`src/rtl/fcsh_consts.svh`:
```
/*
  constants for the flash command host: command codes, status bit positions,
  bus timing counts. assumes a 50 MHz controller clock.
*/
`ifndef FCSH_CONSTS_SVH
`define FCSH_CONSTS_SVH
`define FCSH_CMD_READ_ARRAY   8'hff
`define FCSH_CMD_IDENT        8'h90
`define FCSH_CMD_READ_STATUS  8'h70
`define FCSH_CMD_CLEAR_STATUS 8'h50
`define FCSH_CMD_PROG_SETUP   8'h40
`define FCSH_CMD_PROG_ALT     8'h10
`define FCSH_CMD_ERASE_SETUP  8'h20
`define FCSH_CMD_CONFIRM      8'hd0
`define FCSH_CMD_SUSPEND      8'hb0
`define FCSH_SR_READY         7
`define FCSH_SR_SUSPEND       6
`define FCSH_SR_ERASE_FAIL    5
`define FCSH_SR_PROG_FAIL     4
`define FCSH_SR_SUPPLY_LOW    3
`define FCSH_SR_VALID_MASK    8'hf8
`define FCSH_CLK_MHZ          50
`define FCSH_T_STROBE_NS      60
`define FCSH_STROBE_CYC       ((`FCSH_T_STROBE_NS * `FCSH_CLK_MHZ + 999) / 1000)
`endif

```
`src/rtl/fcsh_pkg.sv`:
```
/*
  types for the flash command host.
  assumes fcsh_consts.svh is used alongside it.
*/
package fcsh_pkg;
  typedef enum logic [3:0] {
    FCSH_OP_READ_ARRAY,
    FCSH_OP_READ_IDENT,
    FCSH_OP_READ_STATUS,
    FCSH_OP_CLEAR_STATUS,
    FCSH_OP_PROGRAM,
    FCSH_OP_ERASE,
    FCSH_OP_SUSPEND,
    FCSH_OP_RESUME,
    FCSH_OP_ABORT_ERASE
  } fcsh_op_t;

  typedef struct packed {
    logic engine_ready_flag;
    logic suspend_flag;
    logic erase_fail_flag;
    logic program_fail_flag;
    logic supply_low_flag;
  } fcsh_status_t;
endpackage : fcsh_pkg

```
`src/rtl/fcsh_host.sv`:
```
/*
  flash command host: takes one operation at a time from the user port and
  plays the matching command write/read cycles on the flash parallel bus.
  assumes the flash pins are synchronous to CLK and its bus is 16 bits wide.
*/
// Functional notes
// - commands written once on low byte only
// - ident read, address bit zero picks code
// - after 70H, reads return status word
// - program is setup 40H/10H then data
// - erase is 20H then D0H at block
// - reserved status bits masked when polling
// - supply low must be cleared before retry
// - clear status after any error flag
`timescale 1ns/1ns
`default_nettype none
`include "fcsh_consts.svh"
module fcsh_host #(
  parameter int AW = 20
) (
  input  wire logic                 CLK,
  input  wire logic                 RESETN,
  input  wire logic                 REQ_VALID,
  output logic                      REQ_READY,
  input  wire fcsh_pkg::fcsh_op_t   REQ_OP,
  input  wire logic [AW-1:0]        REQ_ADDR,
  input  wire logic [15:0]          REQ_DATA,
  output logic                      DONE,
  output logic [15:0]               RD_DATA,
  output fcsh_pkg::fcsh_status_t    STATUS,
  output logic                      SEQ_ERROR,
  output logic                      NEED_CLEAR,
  output logic [AW-1:0]             FL_ADDR,
  output logic [15:0]               FL_DQ_O,
  output logic                      FL_DQ_OE,
  input  wire logic [15:0]          FL_DQ_I,
  output logic                      FL_CE_N,
  output logic                      FL_WE_N,
  output logic                      FL_OE_N
);
  // ----------------------------------------------------------------
  // sequencer
  // ----------------------------------------------------------------
  typedef enum logic [2:0] {S_IDLE, S_WRITE, S_GAP, S_READ, S_DONE} st_t;
  localparam logic [7:0] STROBE = 8'(`FCSH_STROBE_CYC);

  st_t                 st_q, st_d;
  logic [7:0]          cnt_q, cnt_d;
  logic [1:0]          step_q, step_d;
  fcsh_pkg::fcsh_op_t  op_q, op_d;
  logic [AW-1:0]       addr_q, addr_d;
  logic [15:0]         data_q, data_d;
  logic [15:0]         rd_q, rd_d;
  logic                poll_q, poll_d;
  logic                susp_q, susp_d;
  logic                err_q, err_d;
  logic [7:0]          cmd;
  logic [AW-1:0]       cmd_addr;
  logic                last_wr;
  logic                want_rd;
  logic [7:0]          sr;

  assign sr = FL_DQ_I[7:0] & `FCSH_SR_VALID_MASK;

  // command byte and address for the current write step
  always_comb
  begin
    cmd      = `FCSH_CMD_READ_ARRAY;
    cmd_addr = '0;
    last_wr  = 1'b1;
    want_rd  = 1'b0;
    case (op_q)
      fcsh_pkg::FCSH_OP_READ_ARRAY:   cmd = `FCSH_CMD_READ_ARRAY;
      fcsh_pkg::FCSH_OP_READ_IDENT:
      begin
        cmd      = `FCSH_CMD_IDENT;
        cmd_addr = addr_q;
        want_rd  = 1'b1;
      end
      fcsh_pkg::FCSH_OP_READ_STATUS:
      begin
        cmd     = `FCSH_CMD_READ_STATUS;
        want_rd = 1'b1;
      end
      fcsh_pkg::FCSH_OP_CLEAR_STATUS: cmd = `FCSH_CMD_CLEAR_STATUS;
      fcsh_pkg::FCSH_OP_PROGRAM:
      begin
        cmd      = (step_q == 2'd0) ? `FCSH_CMD_PROG_SETUP : data_q[7:0];
        cmd_addr = addr_q;
        last_wr  = (step_q != 2'd0);
        want_rd  = 1'b1;
      end
      fcsh_pkg::FCSH_OP_ERASE:
      begin
        cmd      = (step_q == 2'd0) ? `FCSH_CMD_ERASE_SETUP : `FCSH_CMD_CONFIRM;
        cmd_addr = addr_q;
        last_wr  = (step_q != 2'd0);
        want_rd  = 1'b1;
      end
      fcsh_pkg::FCSH_OP_ABORT_ERASE:
      begin
        cmd      = (step_q == 2'd0) ? `FCSH_CMD_ERASE_SETUP : `FCSH_CMD_READ_ARRAY;
        cmd_addr = addr_q;
        last_wr  = (step_q != 2'd0);
        want_rd  = 1'b1;
      end
      // status command follows suspend: an idle engine may drop back to array reads
      fcsh_pkg::FCSH_OP_SUSPEND:
      begin
        cmd     = (step_q == 2'd0) ? `FCSH_CMD_SUSPEND : `FCSH_CMD_READ_STATUS;
        last_wr = (step_q != 2'd0);
        want_rd = 1'b1;
      end
      fcsh_pkg::FCSH_OP_RESUME:       cmd = `FCSH_CMD_CONFIRM;
      default:                        cmd = `FCSH_CMD_READ_ARRAY;
    endcase
  end

  // a user op is refused when the flash would not accept its command
  logic op_legal;
  always_comb
  begin
    op_legal = 1'b1;
    if (susp_q)
      op_legal = (REQ_OP == fcsh_pkg::FCSH_OP_READ_ARRAY) ||
                 (REQ_OP == fcsh_pkg::FCSH_OP_READ_STATUS) ||
                 (REQ_OP == fcsh_pkg::FCSH_OP_RESUME);
    else if (err_q)
      op_legal = (REQ_OP != fcsh_pkg::FCSH_OP_ERASE) &&
                 (REQ_OP != fcsh_pkg::FCSH_OP_PROGRAM);
  end

  assign REQ_READY = (st_q == S_IDLE) && op_legal;

  always_comb
  begin
    st_d   = st_q;
    cnt_d  = cnt_q;
    step_d = step_q;
    op_d   = op_q;
    addr_d = addr_q;
    data_d = data_q;
    rd_d   = rd_q;
    poll_d = poll_q;
    susp_d = susp_q;
    err_d  = err_q;
    case (st_q)
      S_IDLE:
        if (REQ_VALID && REQ_READY)
        begin
          op_d   = REQ_OP;
          addr_d = REQ_ADDR;
          data_d = REQ_DATA;
          step_d = 2'd0;
          cnt_d  = STROBE;
          st_d   = S_WRITE;
        end
      S_WRITE:
        if (cnt_q > 8'd1)
          cnt_d = cnt_q - 8'd1;
        else
        begin
          cnt_d = STROBE;
          st_d  = S_GAP;
        end
      S_GAP:
        if (cnt_q > 8'd1)
          cnt_d = cnt_q - 8'd1;
        else if (!last_wr)
        begin
          step_d = step_q + 2'd1;
          cnt_d  = STROBE;
          st_d   = S_WRITE;
        end
        else if (want_rd)
        begin
          cnt_d  = STROBE;
          poll_d = (op_q != fcsh_pkg::FCSH_OP_READ_IDENT) &&
                   (op_q != fcsh_pkg::FCSH_OP_READ_STATUS);
          st_d   = S_READ;
        end
        else
        begin
          if (op_q == fcsh_pkg::FCSH_OP_RESUME)
            susp_d = 1'b0;
          if (op_q == fcsh_pkg::FCSH_OP_CLEAR_STATUS)
            err_d = 1'b0;
          st_d = S_DONE;
        end
      S_READ:
        if (cnt_q > 8'd1)
          cnt_d = cnt_q - 8'd1;
        else if (poll_q && !sr[`FCSH_SR_READY])
          cnt_d = STROBE;
        else
        begin
          rd_d = FL_DQ_I;
          if (poll_q)
          begin
            susp_d = sr[`FCSH_SR_SUSPEND];
            err_d  = err_q | sr[`FCSH_SR_ERASE_FAIL] | sr[`FCSH_SR_PROG_FAIL] |
                     sr[`FCSH_SR_SUPPLY_LOW];
          end
          st_d = S_DONE;
        end
      S_DONE:  st_d = S_IDLE;
      default: st_d = S_IDLE;
    endcase
  end

  always_ff @(posedge CLK or negedge RESETN)
  begin
    if (!RESETN)
    begin
      st_q   <= S_IDLE;
      cnt_q  <= 8'h00;
      step_q <= 2'd0;
      op_q   <= fcsh_pkg::FCSH_OP_READ_ARRAY;
      addr_q <= '0;
      data_q <= 16'h0000;
      rd_q   <= 16'h0000;
      poll_q <= 1'b0;
      susp_q <= 1'b0;
      err_q  <= 1'b0;
    end
    else
    begin
      st_q   <= st_d;
      cnt_q  <= cnt_d;
      step_q <= step_d;
      op_q   <= op_d;
      addr_q <= addr_d;
      data_q <= data_d;
      rd_q   <= rd_d;
      poll_q <= poll_d;
      susp_q <= susp_d;
      err_q  <= err_d;
    end
  end

  // ----------------------------------------------------------------
  // outputs
  // ----------------------------------------------------------------
  logic in_wr;
  assign in_wr    = (st_q == S_WRITE);
  assign FL_CE_N  = !(in_wr || st_q == S_READ);
  assign FL_WE_N  = !in_wr;
  assign FL_OE_N  = !(st_q == S_READ);
  assign FL_DQ_OE = in_wr || (st_q == S_GAP);
  assign FL_DQ_O  = (op_q == fcsh_pkg::FCSH_OP_PROGRAM && step_q != 2'd0) ?
                    data_q : {8'h00, cmd};
  assign FL_ADDR  = cmd_addr;
  assign DONE     = (st_q == S_DONE);
  assign RD_DATA  = rd_q;
  assign STATUS   = {rd_q[`FCSH_SR_READY], rd_q[`FCSH_SR_SUSPEND],
                     rd_q[`FCSH_SR_ERASE_FAIL], rd_q[`FCSH_SR_PROG_FAIL],
                     rd_q[`FCSH_SR_SUPPLY_LOW]};
  assign SEQ_ERROR  = rd_q[`FCSH_SR_ERASE_FAIL] & rd_q[`FCSH_SR_PROG_FAIL];
  assign NEED_CLEAR = err_q;
endmodule : fcsh_host
`default_nettype wire

```
`config.mk`:
```
export PLATFORM = sky130hd
export DESIGN_NAME = fcsh_host
export DESIGN_NICKNAME = d
export VERILOG_FILES = /design/src/rtl/fcsh_pkg.sv /design/src/rtl/fcsh_host.sv
export VERILOG_INCLUDE_DIRS = /design/src /design/src/rtl
export SDC_FILE = /design/constraint.sdc
export NUM_CORES = 1
export LEC_CHECK = 0
export BUFFER_PORTS_ARGS = -buffer_cell sky130_fd_sc_hd__clkbuf_2
export CAP_MARGIN = 10
export CORE_ASPECT_RATIO = 1.25
export CORE_MARGIN = 2
export CORE_UTILIZATION = 30
export CTS_BUF_LIST = sky130_fd_sc_hd__clkbuf_4
export CTS_CLUSTER_SIZE = 24
export DETAILED_ROUTE_END_ITERATION = 6
export GPL_TIMING_DRIVEN = 0
export SYNTH_ARGS = -nofsm -noshare
export SYNTH_HDL_FRONTEND = slang
export SYNTH_SLANG_ARGS = --single-unit
```
`constraint.sdc`:
```
create_clock -name CLK -period 2.4 [get_ports CLK]
set_input_delay 0.48 -clock CLK [delete_from_list [all_inputs] [get_ports CLK]]
set_output_delay 0.48 -clock CLK [all_outputs]
set_load 0.005 [all_outputs]
```
==> results.md <==
- # DRC: 0
- Final antenna-violating net count: 0
- Layout cells sized above 1: 48.0%
- Critical Path AT: 1.87 ns
- All-Layer GR Usage: 14.4%
- Largest net degree at the start of global routing: between 40 and 50
- Run status: finished, final reports clean
- Grt met1 use: 18.3%
- Core area: 12000 um^2
- FFs w/ async S/R, synth: 100%
- Port-buffer cells: 123
- Fmax: about 420 MHz
- Register area: ~1800 um^2
- Placed Area: 4510 um^2
- Switching power total: roughly 0.50 mW
- First-pass DRT Iterations: 5
- Pwr dens: 444 nW/um^2
- Commonest non-fill, non-tap cell in the layout: clkbuf_2
- Cell area after layout: 4920 um^2
- Hold WS: approximately 0.025 ns
- Critical Path RT: 1.92 ns
- Maxcap violations: 0
- Grt met3 use: under 10%
- Root buffer cell: clkbuf_4
- GRT Max-Usage Layer: met2
- Met2 GRT Util: between 20% and 30%
- Cell depth of the worst flop-to-flop path: 6
- Worst skew pair latency: 0.42 ns
- Wire length of the first global-routing pass: 14700 um
- Remaining global-route overflow: 0
- Number of flops mapped to enable cells by yosys: 0
- CTS tree: built
- Clk pwr share: around two fifths
- Reg clk slew, reported paths: ~0.12 ns
- # rows: 45
- Seq/Total Area, Yosys: 49.1%
- Worst-case vdd ir drop: 258 uV
- Internal power: about 1.7 mW
- # nets final: 543
- #FFs+latches synth: between 70 and 80
- Clock Path Buffers: 2
- Hold_buf cts: 0
- Min cycle time layout: 2.35 ns
- Vias: 3101
- Top Ports: 124
- Final WL: 9380 um
- RR Endpoint: step_q[0]
- Die area: 13100 um^2
- Switching Share: between 20% and 30%
- Number of library cell types mapped by synthesis: 54
- Pleak: around 2.5 nW
- H-tree depth: 3
- Comb pwr share: under 10%
- Slew HR: 49.9%
- Antenna violations before repair: 0
- RSZ-0062 raised after global routing: true
- Min-delay worst type: in -> async
- RePlAce Congestion: 0.757
- Yosys warns: 0
- Synthesized instance count: between 300 and 400
- Synth Net Count: 400
- Initial Utilization: 30.4%
- Clk sinks: 72
- Sequential fraction of design power: around 56%
- Routed len/inst: 14.4 um
- Die height: 128 um
- Kind of critical path: reg -> out
- Syn Area/Cell: 10.8 um^2
- Vias in the first global route: 3037
- Final Max Tran Viols: 0
- Synth Cell Area: 3670 um^2
- Final Skew: 0.0230 ns
- R2R Path Start: cnt_q[4]
- Synth Flop Type: dfrtp_1
- DR vias/cell: 4.77
- Multi-input gate area: 1790 um^2
- Initial detailed-routing violation count: 83
- Inserted Clock Buffers: 9
- Reg2reg setup slack: 0.06 ns
- Crit end category: output port
- Commonest non-fill, non-tap cells in the layout: clkbuf_2, dfrtp_1, mux2_2, and2_1, nor2_1
- Hold Violations, Final: 0
- Filler cells: 1246
- DP HPWL: 6860 um
- Startpoint types: flip-flop
- Setup Viol. Count Final: 0
- Area grow syn2layout: 34.1%
- Maximum fanout along the worst path: 4
- Die Wd: 103 um
- Final Cycle Share: 98.1%
- Slew @ Worst Pin: 0.748 ns
==> area by class of cell <==
cell class	instances	share of cell area [%]
buffer	22	3.23
sequential	72	36.7
clock buffer	10	1.53
tap	164	4.17
inverter	11	0.840
antenna	1	0.0509
multi-input combinational	230	36.4
timing repair buffer	135	15.4
clock inverter	5	1.68
==> cells by family after synthesis <==
| logic type | Yosys count | synth area share (%) |
|---|---|---|
| xor gates and xnor gates | 1 | 0.239 |
| DFF | 72 | 49.1 |
| buffers and inverters | 36 | 4.64 |
| muxes | 58 | 17.7 |
| and+or+nand+nor | 108 | 16.6 |
| AOI/OAI and AO/OA | 60 | 10.6 |
| adders and majority gates | 3 | 1.02 |
==> power by group through the flow <==
stage	Sequential (mW)	Combinational, mW	Clock [mW]
after floorplan	1.24	0.0135	0
after global placement	1.24	0.0951	0
after detailed placement	1.24	0.101	0
after CTS	1.21	0.102	0.911
after global routing	1.21	0.111	0.962
final	1.21	0.0978	0.872
==> metal layers <==
metal,routed length [um],up-vias
li1,-,1473
met1,3990,1525
met2,4710,94
met3,553,9
met4,117,0
met5,0,-
==> registers in the layout (all words and copies together) (netlist names) <==
| name | count |
|---|---|
| addr_q | 20 |
| RD_DATA | 16 |
| data_q | 16 |
| cnt_q | 8 |
| op_q | 4 |
| st_q | 3 |
| step_q | 2 |
| NEED_CLEAR | 1 |
| poll_q | 1 |
| susp_q | 1 |
==> repair_timing <==
action | CTS | global route
setup buffers | 6 | 4
gates resized for setup | 27 | 24
setup endpoints to repair | 47 | 44
pin swaps | 5 | 6
endpoints found under the hold margin | 0 | 0
cloned | 0 | 1
==> critical path, cell delays in order (launching register included) <==
cell and delay (ns):
dfrtp_1 0.42, inv_2 0.08, ha_4 0.17, nor2b_1 0.05
or4b_4 0.47, a21o_1 0.17, clkbuf_2 0.10
==> stage by stage <==
step / TNS [ns] / setup WS (ns) / power (mW) / util, % / cells
detailed placement: -4.11 / -0.174 / 1.34 / 37.4 / 626
global route: -0.145 / -0.0712 / 2.29 / 40.8 / 649
CTS: -0.147 / -0.0269 / 2.23 / 39.8 / 644
finish: 0 / 0.0454 / 2.18 / 40.8 / 650
floorplan: 0 / 0.167 / 1.25 / - / 338
global placement: -3.19 / -0.154 / 1.33 / 37.2 / 625
==> Yosys cell counts (2+ instances only) <==
cell type / instances / area, um^2
nor2b_1: 4 / 25.0
or2_2: 3 / 18.8
nor3b_1: 3 / 22.5
and2_1: 31 / 194
nand2_1: 14 / 52.6
o21ai_1: 2 / 10.0
nor2_1: 21 / 78.8
a31oi_1: 2 / 12.5
clkbuf_1: 17 / 63.8
mux2i_1: 2 / 20.0
buf_4: 5 / 37.5
mux2_2: 46 / 518
buf_6: 2 / 22.5
o22a_1: 2 / 17.5
o311ai_0: 3 / 26.3
o31ai_1: 2 / 15.0
nor3_1: 7 / 35.0
o21ai_0: 19 / 95.1
dfrtp_1: 72 / 1800
or4_4: 2 / 22.5
nand3_1: 5 / 25.0
inv_1: 11 / 41.3
ha_1: 3 / 37.5
a21oi_1: 10 / 50.1
o211ai_1: 3 / 22.5
nand2b_1: 5 / 31.3
a21o_1: 3 / 22.5
o41ai_1: 2 / 17.5
mux2_1: 10 / 113
or3_1: 2 / 12.5
o22ai_1: 2 / 12.5
==> how the worst max path moves through the flow <==
stage               from          end  slack, ns
6_report       step_q[0]   FL_DQ_O[5]       0.05
5_1_grt        step_q[0]   FL_DQ_O[6]      -0.07
4_1_cts          op_q[1]   FL_ADDR[3]      -0.03
3_5_place_dp   step_q[0]  FL_DQ_O[15]      -0.17
3_3_place_gp   step_q[0]  FL_DQ_O[15]      -0.15
2_1_floorplan   cnt_q[5]    step_q[0]       0.17
(Power assumes the default switching activity.)
